### config.mk
export PLATFORM = sky130hd
export DESIGN_NAME = acs_sequencer
export DESIGN_NICKNAME = d
export VERILOG_FILES = /design/src/rtl/acs_pkg.sv /design/src/rtl/acs_tick_gen.sv /design/src/rtl/acs_sequencer.sv
export SDC_FILE = /design/constraint.sdc
export NUM_CORES = 1
export LEC_CHECK = 0
export ABC_AREA = 0
export BUFFER_PORTS_ARGS = -buffer_cell sky130_fd_sc_hd__clkbuf_2
export CAP_MARGIN = 20
export CORE_AREA = 2 2 137 139
export DETAILED_ROUTE_END_ITERATION = 8
export DIE_AREA = 0 0 139 141
export GPL_TIMING_DRIVEN = 0
export PLACE_DENSITY = 0.54
export SLEW_MARGIN = 30
export SYNTH_ARGS = -nofsm -noshare
export SYNTH_HDL_FRONTEND = slang
export SYNTH_SLANG_ARGS = --single-unit
### constraint.sdc
create_clock -name clk -period 3.58 [get_ports clk]
set_clock_uncertainty 0.05 [all_clocks]
set_input_delay 0 -clock clk [delete_from_list [all_inputs] [get_ports clk]]
set_output_delay 0 -clock clk [all_outputs]
set_load 0.005 [all_outputs]
### src/rtl/acs_pkg.sv
package acs_pkg;
    // register byte offsets on the ahb-lite slave
    localparam logic [7:0] ACS_OFF_CTRL = 8'h00;
    localparam logic [7:0] ACS_OFF_CLKSEL = 8'h04;
    localparam logic [7:0] ACS_OFF_RESULT = 8'h08;
    localparam logic [7:0] ACS_OFF_STATUS = 8'h0c;
    localparam logic [7:0] ACS_OFF_COMPARE = 8'h10;
    localparam logic [7:0] ACS_OFF_PINCFG = 8'h14;
    localparam logic [7:0] ACS_OFF_PORT = 8'h18;
    // control register fields
    localparam int ACS_CTRL_ON_BIT = 0;
    localparam int ACS_CTRL_GO_BIT = 1;
    localparam int ACS_CTRL_CHAN_LSB = 2;
    // status register fields
    localparam int ACS_STAT_DONE_BIT = 0;
    localparam int ACS_STAT_BUSY_BIT = 1;
    // widths and reset values
    localparam int ACS_NPINS = 16;
    localparam int ACS_RES_W = 10;
    localparam logic [3:0] ACS_MODE_TRIGGER = 4'hb;
    localparam logic [2:0] ACS_CLKSEL_RESET = 3'h0;
    localparam logic [15:0] ACS_DIR_RESET = 16'hffff;
    localparam logic [9:0] ACS_RESULT_RESET = 10'h000;
    // conversion timing in bit periods
    localparam logic [3:0] ACS_CONV_TADS = 4'hc;
    localparam logic [3:0] ACS_GAP_TADS = 4'h2;
    // oscillator rate and minimum bit period
    localparam int ACS_CLK_MHZ = 50;
    localparam int ACS_MIN_TAD_NS = 1600;
    localparam int ACS_CLK_NS = 1000 / ACS_CLK_MHZ;
    localparam int ACS_MIN_TAD_CYC = (ACS_MIN_TAD_NS + ACS_CLK_NS - 1) / ACS_CLK_NS;

    typedef enum logic [1:0] {
        ACS_IDLE = 2'b00,
        ACS_CONV = 2'b01,
        ACS_GAP = 2'b10
    } acs_state_t;

    // pin-side signals kept together
    typedef struct packed {
        logic [ACS_NPINS-1:0] analog_en;
        logic [ACS_NPINS-1:0] pin_direction_bits;
        logic [ACS_NPINS-1:0] pin_level;
    } acs_pins_t;

    typedef struct packed {
        logic sample_hold;
        logic compare_bit;
        logic [3:0] bit_index;
    } acs_sampler_t;
endpackage

### src/rtl/acs_tick_gen.sv
`timescale 1ns/1ps
// bit-period tick source: divided oscillator or synchronised rc clock
module acs_tick_gen (
    // clock and reset
    input wire logic clk,
    input wire logic rst,
    // control
    input wire logic enable,
    input wire logic [2:0] conv_clock_select,
    // internal rc oscillator level, resampled to clk by the two-stage synchroniser here
    input wire logic rc_clock,
    // tick out
    output logic tick
);
    import acs_pkg::*;

    logic [5:0] count;
    logic [5:0] limit;
    logic rc_sync1;
    logic rc_sync2;
    logic rc_last;
    logic use_rc;

    // divide ratio minus one from the select code
    always_comb begin
        unique case (conv_clock_select)
            3'h0: limit = 6'h01;
            3'h4: limit = 6'h03;
            3'h1: limit = 6'h07;
            3'h5: limit = 6'h0f;
            3'h2: limit = 6'h1f;
            3'h6: limit = 6'h3f;
            default: limit = 6'h3f;
        endcase
    end

    assign use_rc = (conv_clock_select[1:0] == 2'h3);

    // two-stage synchroniser; the edge detect looks only at the second stage
    always_ff @(posedge clk or posedge rst) begin
        if (rst) begin
            rc_sync1 <= 1'b0;
            rc_sync2 <= 1'b0;
            rc_last <= 1'b0;
        end else begin
            rc_sync1 <= rc_clock;
            rc_sync2 <= rc_sync1;
            rc_last <= rc_sync2;
        end
    end

    // counter restarts while disabled so every period starts whole
    always_ff @(posedge clk or posedge rst) begin
        if (rst) begin
            count <= 6'h00;
            tick <= 1'b0;
        end else if (!enable) begin
            count <= 6'h00;
            tick <= 1'b0;
        end else if (use_rc) begin
            count <= 6'h00;
            tick <= rc_sync2 & ~rc_last;
        end else if (count >= limit) begin
            count <= 6'h00;
            tick <= 1'b1;
        end else begin
            count <= count + 6'h01;
            tick <= 1'b0;
        end
    end
endmodule

### src/rtl/acs_sequencer.sv
// Our own choices: the AHB-Lite register port and the placing of the registers.
`timescale 1ns/1ps
module acs_sequencer (
    // clock and reset
    input wire logic clk,
    input wire logic rst,
    // ahb-lite slave
    input wire logic hsel,
    input wire logic [31:0] haddr,
    input wire logic [1:0] htrans,
    input wire logic hwrite,
    input wire logic [2:0] hsize,
    input wire logic [31:0] hwdata,
    input wire logic hready,
    output logic [31:0] hrdata,
    output logic hreadyout,
    output logic hresp,
    // compare unit two trigger
    input wire logic compare_event,
    output logic timer_reset,
    // internal rc oscillator
    input wire logic rc_clock,
    // port pins
    input wire acs_pkg::acs_pins_t pins,
    // analog sampler
    input wire logic comparator_out,
    output acs_pkg::acs_sampler_t sampler,
    output logic [3:0] mux_channel,
    output logic acquire,
    // status levels
    output logic conv_done_flag,
    output logic busy
);
    import acs_pkg::*;

    logic converter_on;
    logic go;
    logic [3:0] channel_select;
    logic [2:0] conv_clock_select;
    logic [3:0] compare2_mode_field;
    logic [ACS_NPINS-1:0] analog_pin_config;
    logic [ACS_RES_W-1:0] result;
    logic [ACS_RES_W-1:0] sar;
    logic [3:0] tad_count;
    acs_state_t state;
    logic tick;
    logic trig_ok;
    logic [7:0] dp_addr;
    logic dp_write;
    logic dp_read;
    logic go_clear_sw;
    logic go_set_sw;
    logic conv_end;
    logic abort;

    ////////////////////////////////////////////////////////////////
    // bus address phase capture

    // only whole-word writes are mapped, reads of any size are answered; the slave never waits
    always_ff @(posedge clk or posedge rst) begin
        if (rst) begin
            dp_addr <= 8'h00;
            dp_write <= 1'b0;
            dp_read <= 1'b0;
        end else if (hready) begin
            dp_addr <= haddr[7:0];
            dp_write <= hsel & htrans[1] & hwrite & (hsize == 3'h2);
            dp_read <= hsel & htrans[1] & ~hwrite;
        end else begin
            dp_write <= 1'b0;
            dp_read <= 1'b0;
        end
    end

    // zero-wait responses, always okay
    always_ff @(posedge clk or posedge rst) begin
        if (rst) begin
            hreadyout <= 1'b1;
            hresp <= 1'b0;
        end else begin
            hreadyout <= 1'b1;
            hresp <= 1'b0;
        end
    end

    function automatic logic is_wr(input logic [7:0] a, input logic [7:0] off, input logic w);
        is_wr = w && (a == off);
    endfunction

    ////////////////////////////////////////////////////////////////
    // conversion control

    assign go_clear_sw = is_wr(dp_addr, ACS_OFF_CTRL, dp_write) && !hwdata[ACS_CTRL_GO_BIT];
    // set go only when converter already on, before this write
    assign go_set_sw = is_wr(dp_addr, ACS_OFF_CTRL, dp_write) && hwdata[ACS_CTRL_GO_BIT]
        && converter_on;
    assign trig_ok = compare_event && converter_on
        && (compare2_mode_field == ACS_MODE_TRIGGER);
    assign conv_end = (state == ACS_CONV) && tick && (tad_count == ACS_CONV_TADS - 4'h1);
    assign abort = (state == ACS_CONV) && (go_clear_sw || !converter_on);

    // timer reset follows every trigger while the compare mode is ACS_MODE_TRIGGER, regardless of converter state
    always_ff @(posedge clk or posedge rst) begin
        if (rst) begin
            timer_reset <= 1'b0;
        end else begin
            timer_reset <= compare_event && (compare2_mode_field == ACS_MODE_TRIGGER);
        end
    end

    // control register; hardware trigger set wins over a software clear
    always_ff @(posedge clk or posedge rst) begin
        if (rst) begin
            converter_on <= 1'b0;
            channel_select <= 4'h0;
        end else if (is_wr(dp_addr, ACS_OFF_CTRL, dp_write)) begin
            converter_on <= hwdata[ACS_CTRL_ON_BIT];
            channel_select <= hwdata[ACS_CTRL_CHAN_LSB +: 4];
        end
    end

    always_ff @(posedge clk or posedge rst) begin
        if (rst) begin
            go <= 1'b0;
        end else if (trig_ok || go_set_sw) begin
            go <= 1'b1;
        end else if (conv_end || go_clear_sw || !converter_on) begin
            go <= 1'b0;
        end
    end

    // configuration registers
    always_ff @(posedge clk or posedge rst) begin
        if (rst) begin
            conv_clock_select <= ACS_CLKSEL_RESET;
            compare2_mode_field <= 4'h0;
            analog_pin_config <= 16'h0000;
        end else begin
            if (is_wr(dp_addr, ACS_OFF_CLKSEL, dp_write)) begin
                conv_clock_select <= hwdata[2:0];
            end
            if (is_wr(dp_addr, ACS_OFF_COMPARE, dp_write)) begin
                compare2_mode_field <= hwdata[3:0];
            end
            if (is_wr(dp_addr, ACS_OFF_PINCFG, dp_write)) begin
                analog_pin_config <= hwdata[15:0];
            end
        end
    end

    acs_tick_gen u_tick (
        .clk(clk),
        .rst(rst),
        // an abort restarts the divider so on the divided settings the gap is two whole bit periods
        .enable(converter_on && !abort),
        .conv_clock_select(conv_clock_select),
        .rc_clock(rc_clock),
        .tick(tick)
    );

    ////////////////////////////////////////////////////////////////
    // sequencer state

    // channel and pin direction never enter this machine
    always_ff @(posedge clk or posedge rst) begin
        if (rst) begin
            state <= ACS_IDLE;
            tad_count <= 4'h0;
        end else if (!converter_on) begin
            state <= ACS_IDLE;
            tad_count <= 4'h0;
        end else begin
            unique case (state)
                ACS_IDLE: begin
                    if (go && tick) begin
                        state <= ACS_CONV;
                        tad_count <= 4'h0;
                    end
                end
                ACS_CONV: begin
                    if (abort || conv_end) begin
                        state <= ACS_GAP;
                        tad_count <= 4'h0;
                    end else if (tick) begin
                        tad_count <= tad_count + 4'h1;
                    end
                end
                ACS_GAP: begin
                    if (tick && tad_count == ACS_GAP_TADS - 4'h1) begin
                        state <= ACS_IDLE;
                        tad_count <= 4'h0;
                    end else if (tick) begin
                        tad_count <= tad_count + 4'h1;
                    end
                end
                default: begin
                    state <= ACS_IDLE;
                end
            endcase
        end
    end

    // successive approximation: bit 9 at period 1 down to bit 0 at period 10
    always_ff @(posedge clk or posedge rst) begin
        if (rst) begin
            sar <= 10'h000;
        end else if (state == ACS_IDLE) begin
            sar <= 10'h000;
        end else if (state == ACS_CONV && tick && tad_count >= 4'h1 && tad_count <= 4'ha) begin
            sar[4'ha - tad_count] <= comparator_out;
        end
    end

    // result loads from the conversion only on full completion, or from a bus write; an abort leaves it alone
    always_ff @(posedge clk or posedge rst) begin
        if (rst) begin
            result <= ACS_RESULT_RESET;
        end else if (conv_end && !abort) begin
            result <= sar;
        end else if (is_wr(dp_addr, ACS_OFF_RESULT, dp_write)) begin
            result <= hwdata[ACS_RES_W-1:0];
        end
    end

    // done flag: completion set wins over software clear
    always_ff @(posedge clk or posedge rst) begin
        if (rst) begin
            conv_done_flag <= 1'b0;
        end else if (conv_end && !abort) begin
            conv_done_flag <= 1'b1;
        end else if (is_wr(dp_addr, ACS_OFF_STATUS, dp_write)
            && hwdata[ACS_STAT_DONE_BIT]) begin
            conv_done_flag <= 1'b0;
        end
    end

    ////////////////////////////////////////////////////////////////
    // sampler outputs

    // port reads give zero for analog pins; driven outputs convert the same way
    always_ff @(posedge clk or posedge rst) begin
        if (rst) begin
            sampler <= '0;
            mux_channel <= 4'h0;
            acquire <= 1'b0;
            busy <= 1'b0;
        end else begin
            sampler.sample_hold <= (state == ACS_CONV);
            sampler.compare_bit <= comparator_out;
            sampler.bit_index <= tad_count;
            mux_channel <= channel_select;
            acquire <= converter_on && (state == ACS_IDLE);
            busy <= (state == ACS_CONV);
        end
    end

    ////////////////////////////////////////////////////////////////
    // read data

    always_ff @(posedge clk or posedge rst) begin
        if (rst) begin
            hrdata <= 32'h00000000;
        end else if (hready && hsel && htrans[1] && !hwrite) begin
            unique case (haddr[7:0])
                ACS_OFF_CTRL: hrdata <= {26'h0, channel_select, go, converter_on};
                ACS_OFF_CLKSEL: hrdata <= {29'h0, conv_clock_select};
                ACS_OFF_RESULT: hrdata <= {22'h0, result};
                ACS_OFF_STATUS: hrdata <= {30'h0, (state == ACS_CONV), conv_done_flag};
                ACS_OFF_COMPARE: hrdata <= {28'h0, compare2_mode_field};
                ACS_OFF_PINCFG: hrdata <= {16'h0, analog_pin_config};
                ACS_OFF_PORT: hrdata <= {16'h0, pins.pin_level & ~analog_pin_config};
                default: hrdata <= 32'h00000000;
            endcase
        end
    end
endmodule

==> flow_summary.ini, run 1 <==
[worst_hold_path]
min_from = pins[11]
hold_class = primary input to flop

[synthesis]
yosysMostFrequentCell = dfrtp_1
synth.avg_cell_area_um2 = 11.2
synth-seq-cells = 103
async_reset_ff_share_pct = 100
synth_warnings = 0
synth_xor_area_share_pct = 0.655
synth-main-ff-cell = dfrtp_1
yosys.area.top_type = dfrtp_1
synth_area_leaders = dfrtp_1 (48%), mux2_2 (9.9%), ha_1 (3.7%), nand2_1 (2.9%), mux2i_1 (2.8%)
synthAdderAreaFrac_pct = 3.74
synth_top_family_by_area = multiplexers
synth-simple-area-share_pct = 15.5
yosysSeqAreaShare_pct = 48.2
synth_area_um2 = 5350
synth-compound-area-share_pct = 9.75
synth_top_cell_area_share_pct = 48.2
synthCells = 478
synth_common_cells = dfrtp_1 (103), mux2_2 (47), nand2_1 (41), o21ai_0 (23), buf_4 (19)
synth-edff-count = 0
synth_mux_area_share_pct = 16.5
synthDistinctLibCells = 58

[clock_tree]
clock_sinks = 103
clockRootBuffer = clkbuf_16
cts_max_path_buffers = 2
clkTransAtPathRegs_ns = 0.07
cts_htree_levels = 3
cts_hold_buf = 29
cts-resized-gates = 0
cts_setup_buffers = 0
clk_latency_ns = 0.35
tritoncts = done
cts_buffers = 9

[sta]
slew-limit-headroom_pct = 35.5
report.final.hold_viol_count = 0
tns_ns = 0
drv_slew = 0
fin_crit_sh_pct = 74.9
rsz0062_at_grt = false
fmax_ghz = 0.373
setup_viol = 0
fin_crit_ns = 2.68
max_slew.worst_pin.slew_ns = 0.955

[floorplanning]
num_rows = 50
io_pins = 173
die_h_um = 141
dieArea_um2 = 19600
core-area_um2 = 18300
initial_utilization_pct = 29.3
die_width_um = 139

[global_route]
grt_start_max_net_pins = 58
grt_pass1_wl_mm = 21.9
grt_pass1_vias = 4104
antenna_found_initial = 0
grt.overflow.total = 0
grt.total_usage_pct = 14.0

[detailed_routing]
met3_length_um = 622
m1WireLength_mm = 6.04
drc = 0
routed_wl_mm = 13.5
wl_per_cell_um = 15.8
drt_iter0_markers = 151
routed.top_layer = met4
drtPass1Iterations = 5
vias = 4095
route.met2.wl_mm = 6.64
viasPerCell = 4.80
ant_nets = 0

[worst_setup_path]
reg2reg_from = dp_addr[4]
arrival_ns = 2.87
required_ns = 3.77
critPathLaunch = dp_addr[4]
start_kind = flop
crit_path_end_kind = flop
path_class = flop to flop
path_max_fanout = 10

[final_layout]
layout-drive-gt1-share_pct = 29.2
area_growth_pct = 25.3
nFillCells = 1830
seqCellArea_um2 = 2580
nets = 755
utilization_pct = 36.7
antenna_cells = 0
final_cells = 853
multi_input_area_um2 = 2540

[power_and_ir_drop]
power.total_mw = 2.32
p_per_area_nw_per_um2 = 347
power_leakage_nw = 3.03
ir_worst_vdd_mv = 0.234

[place]
io_buffers = 79
hpwlAfterDp_mm = 9.97
routabilityCongestion = 0.819
placedCellCount = 808

[flow_run]
drv_cap = 0

[status]
status = completed
==> through the flow <==
stage	worst slack [ns]	area (µm²)	hold WS, ns
2_1_floorplan	0.826	5410	-0.0186
3_3_place_gp	-0.425	6100	0.0590
3_5_place_dp	0.908	6140	0.0152
4_1_cts	0.898	6710	0.0159
5_1_grt	0.802	6710	0.0404
6_report	0.899	6710	0.0279
==> cell type report <==
| cell class | count | share of cell area (%) |
|---|---|---|
| flip-flops and latches | 103 | 38.4 |
| plain buffers | 42 | 3.56 |
| clock buffers | 12 | 3.68 |
| inverters | 16 | 0.970 |
| well taps | 234 | 4.37 |
| clock inverters | 4 | 0.448 |
| multi-input cells | 333 | 37.9 |
| repair buffers | 109 | 10.6 |
==> registers in the layout (all words and copies together) (netlist names), 2 cells and up <==
register             flops
analog_pin_config       16
hrdata                  16
result                  10
sar                     10
dp_addr                  8
u_tick.count             6
sampler                  5
channel_select           4
compare2_mode_field      4
mux_channel              4
tad_count                4
conv_clock_select        3
state                    2
==> per-layer routing <==
layer | up-vias | global-route usage (%)
li1 | 1956 | -
met1 | 2012 | 17.9
met2 | 107 | 24.0
met3 | 20 | 3.19
met4 | 0 | 3.67
met5 | - | 0
==> kinds of logic after synthesis <==
family,after synthesis
AND/OR/NAND/NOR,145
flip-flops,103
AO/OA/AOI/OAI,76
multiplexers,74
buffers and inverters,58
adder cells (fa/ha/maj),16
XOR/XNOR,4
other,2
==> path summary, 6_finish.rpt <==
path / endpoint / slack, ns / cells past startpoint
setup / recovery: result[7] / 0.90 / 4
hold / removal: hrdata[11] / 0.03 / 4
setup reg to reg: result[7] / 0.90 / 4
hold reg to reg: u_tick.rc_sync2 / 0.31 / 0
max in group asynchronous: tad_count[1] / 2.68 / 4
min in group asynchronous: analog_pin_config[13] / 0.17 / 3
==> critical path, cell delays in order, from the launching register on <==
cell,delay (ns)
dfrtp_1,0.45
or4b_2,0.69
nor3_2,0.69
mux2_2,0.42
mux2_2,0.26
==> where the power goes <==
group | internal [mW] | total [mW] | switching [mW]
Combinational | 0.0931 | 0.184 | 0.0906
Sequential | 1.19 | 1.20 | 0.0175
Clock | 0.494 | 0.935 | 0.441
Total | 1.77 | 2.32 | 0.549
==> placed cells by master (no fill, tap or decap), types with 4 or more instances in the layout <==
cell type        n
conb_1          18
dlygate4sd3_1   29
o2111ai_1        9
inv_1           15
o32ai_1          4
ha_1            16
buf_4           19
nand3b_1         9
clkbuf_1        20
mux2i_1         15
mux2_4           9
a22o_1           7
o21ai_0         23
nor4bb_1         4
nor3_1          16
clkbuf_2        80
o31ai_1          4
nor4b_1          5
nand3_1          6
a21oi_1          8
nor2b_1          6
dfrtp_1        103
nor2_1          13
nand2b_1        15
and2_1           5
mux2_2          47
a22oi_1          4
clkbuf_16        9
nand2_1         41
No activity file was read; power rests on OpenSTA's default activity.
==> inputs of run 2 (changes only) <==
- clock period: 3.58 -> 2.6 ns (I/O delays scaled with it)
==> run 2 against run 1 <==
  * Final cell count rose by 0.47%
  * Utilization grew 0.72 points
  * Critical endpoint is now result[6]
  * Worst setup slack worse by 0.84 ns
==> flow_summary.ini, run 2 (same netlist as run 1, synthesis figures left out) <==
[clock_tree]
clk_latency_ns = 0.35
cts_buffers = 9
tritoncts = done
clock_sinks = 103
cts_htree_levels = 3
clkTransAtPathRegs_ns = 0.07
clockRootBuffer = clkbuf_16
cts_max_path_buffers = 2

[final_layout]
utilization_pct = 37.4
final_cell_mix = dfrtp_1 (103), clkbuf_2 (79), mux2_2 (47), nand2_1 (41), dlygate4sd3_1 (28)
layout_commonest_cell = dfrtp_1
antenna_cells = 0
final_area_um2 = 6840
layout-drive-gt1-share_pct = 30.8
reg_top3 = analog_pin_config (16), hrdata (16)
area_growth_pct = 27.7
nets = 760

[power_and_ir_drop]
p_per_area_nw_per_um2 = 483
power.total_mw = 3.30
power_leakage_nw = 3.09
ir_worst_vdd_mv = 0.371

[worst_setup_path]
worst-r2r-cell-count = 6
crit_slowest_cell = or4b_4
ff2ff_setup_slack_ns = 0.06
start_kind = flop
path_class = flop to flop
reg2reg_from = dp_addr[7]
required_ns = 2.78
cp_top_family = simple AND/OR/NAND/NOR gates
arrival_ns = 2.72
cpPeakStageDelay_ns = 0.55
path_max_fanout = 11
cp_cell_sequence = or4b_4 > buf_4 > or4_4 > clkbuf_8 > and3_4 > mux2_4
r2r_end = result[6]
crit_path_end_kind = flop
path_buf_inv = 2

[detailed_routing]
vias = 4093
wl_per_cell_um = 15.9
drtPass1Iterations = 5
drt_iter0_markers = 190
routed_wl_mm = 13.6
ant_nets = 0
drc = 0
viasPerCell = 4.78

[sta]
rsz0062_at_grt = false
fmax_ghz = 0.394
report.final.hold_viol_count = 0
max_slew.worst_pin.slew_ns = 0.896
whs_ns = 0.0102
fin_crit_sh_pct = 97.6
slew-limit-headroom_pct = 39.5
drv_slew = 0
setup_viol = 0
fin_crit_ns = 2.54

[floorplanning]
io_pins = 173
num_rows = 50
die_h_um = 141
initial_utilization_pct = 29.3
dieArea_um2 = 19600
die_width_um = 139
core-area_um2 = 18300

[status]
status = completed

[global_route]
grt.overflow.total = 0
antenna_found_initial = 0
grt.total_usage_pct = 14.1
grt_pass1_vias = 4219
grt_pass1_wl_mm = 22.3
grt_start_max_net_pins = 30

[worst_hold_path]
min_to = hrdata[13]
min_path_cells = 4
hold_class = primary input to flop
min_from = pins[13]

[place]
io_buffers = 79
routabilityCongestion = 0.826
place_area_um2 = 6200
hpwlAfterDp_mm = 10.2

[flow_run]
drv_cap = 0
run 2: changes by cell type in the layout (fill, tap and decap cells not counted), sizes merged:
cell / before / now
buf: 24 / 30
clkbuf: 110 / 108
clkinvlp: 1 / 3
inv: 17 / 15
bufinv: 0 / 1
dlygate4sd3: 29 / 28
run 2: final cells by class:
type	instances	area (µm²)
fill	1809	11400
sequential	103	2580
multi-input combinational	333	2560
timing repair buffer	115	801
tap	234	293
clock buffer	10	239
buffer	41	239
inverter	16	63.8
clock inverter	5	58.8
run 2: power breakdown:
part           internal [mW]  total (mW)  switching, mW
combinational          0.137       0.267          0.129
clock                  0.768        1.38          0.610
sequential              1.63        1.66         0.0255
total                   2.54        3.30          0.765
run 2: worst reg2reg max path, cell delays in order, from the launching register on:
cell	delay, ns
dfrtp_1	0.40
or4b_4	0.55
buf_4	0.18
or4_4	0.50
clkbuf_8	0.18
and3_4	0.25
mux2_4	0.32
run 2: worst max path at each step:
stage,from,to,slack (ns),depth (start not counted)
finish,dp_addr[7],result[6],0.06,6
global route,dp_addr[7],result[8],0.007,6
CTS,dp_addr[7],analog_pin_config[6],0.06,4
detailed placement,dp_addr[4],result[6],-0.08,4
global placement,dp_addr[7],result[8],-0.06,5
floorplan,dp_addr[7],result[0],0.20,7
run 2: routing by layer:
| metal | track usage [%] | up-vias | part of all wire (%) |
|---|---|---|---|
| li1 | - | 1984 | - |
| met2 | 24.2 | 96 | 49 |
| met1 | 18.4 | 2005 | 46 |
| met3 | 3.09 | 8 | 4.1 |
| met4 | 3.08 | 0 | 0.85 |
| met5 | 0 | - | 0 |
run 2: stage by stage:
step,instances,setup WS [ns],TNS (ns)
6_report,857,0.0611,0
3_3_place_gp,807,-0.0593,-0.801
4_1_cts,854,0.0583,0
5_1_grt,857,0.00670,0
3_5_place_dp,811,-0.0756,-0.646
2_1_floorplan,494,0.200,0
run 2: repair_timing:
item / 4_1_cts / 5_1_grt
endpoints found under the setup margin: 12 / 14
buffers inserted: 1 / 3
resized for setup: 6 / 2
pin swaps: 0 / 2
endpoints found under the hold margin: 105 / 0
cloned: 0 / 0
hold buffers: 28 / 0
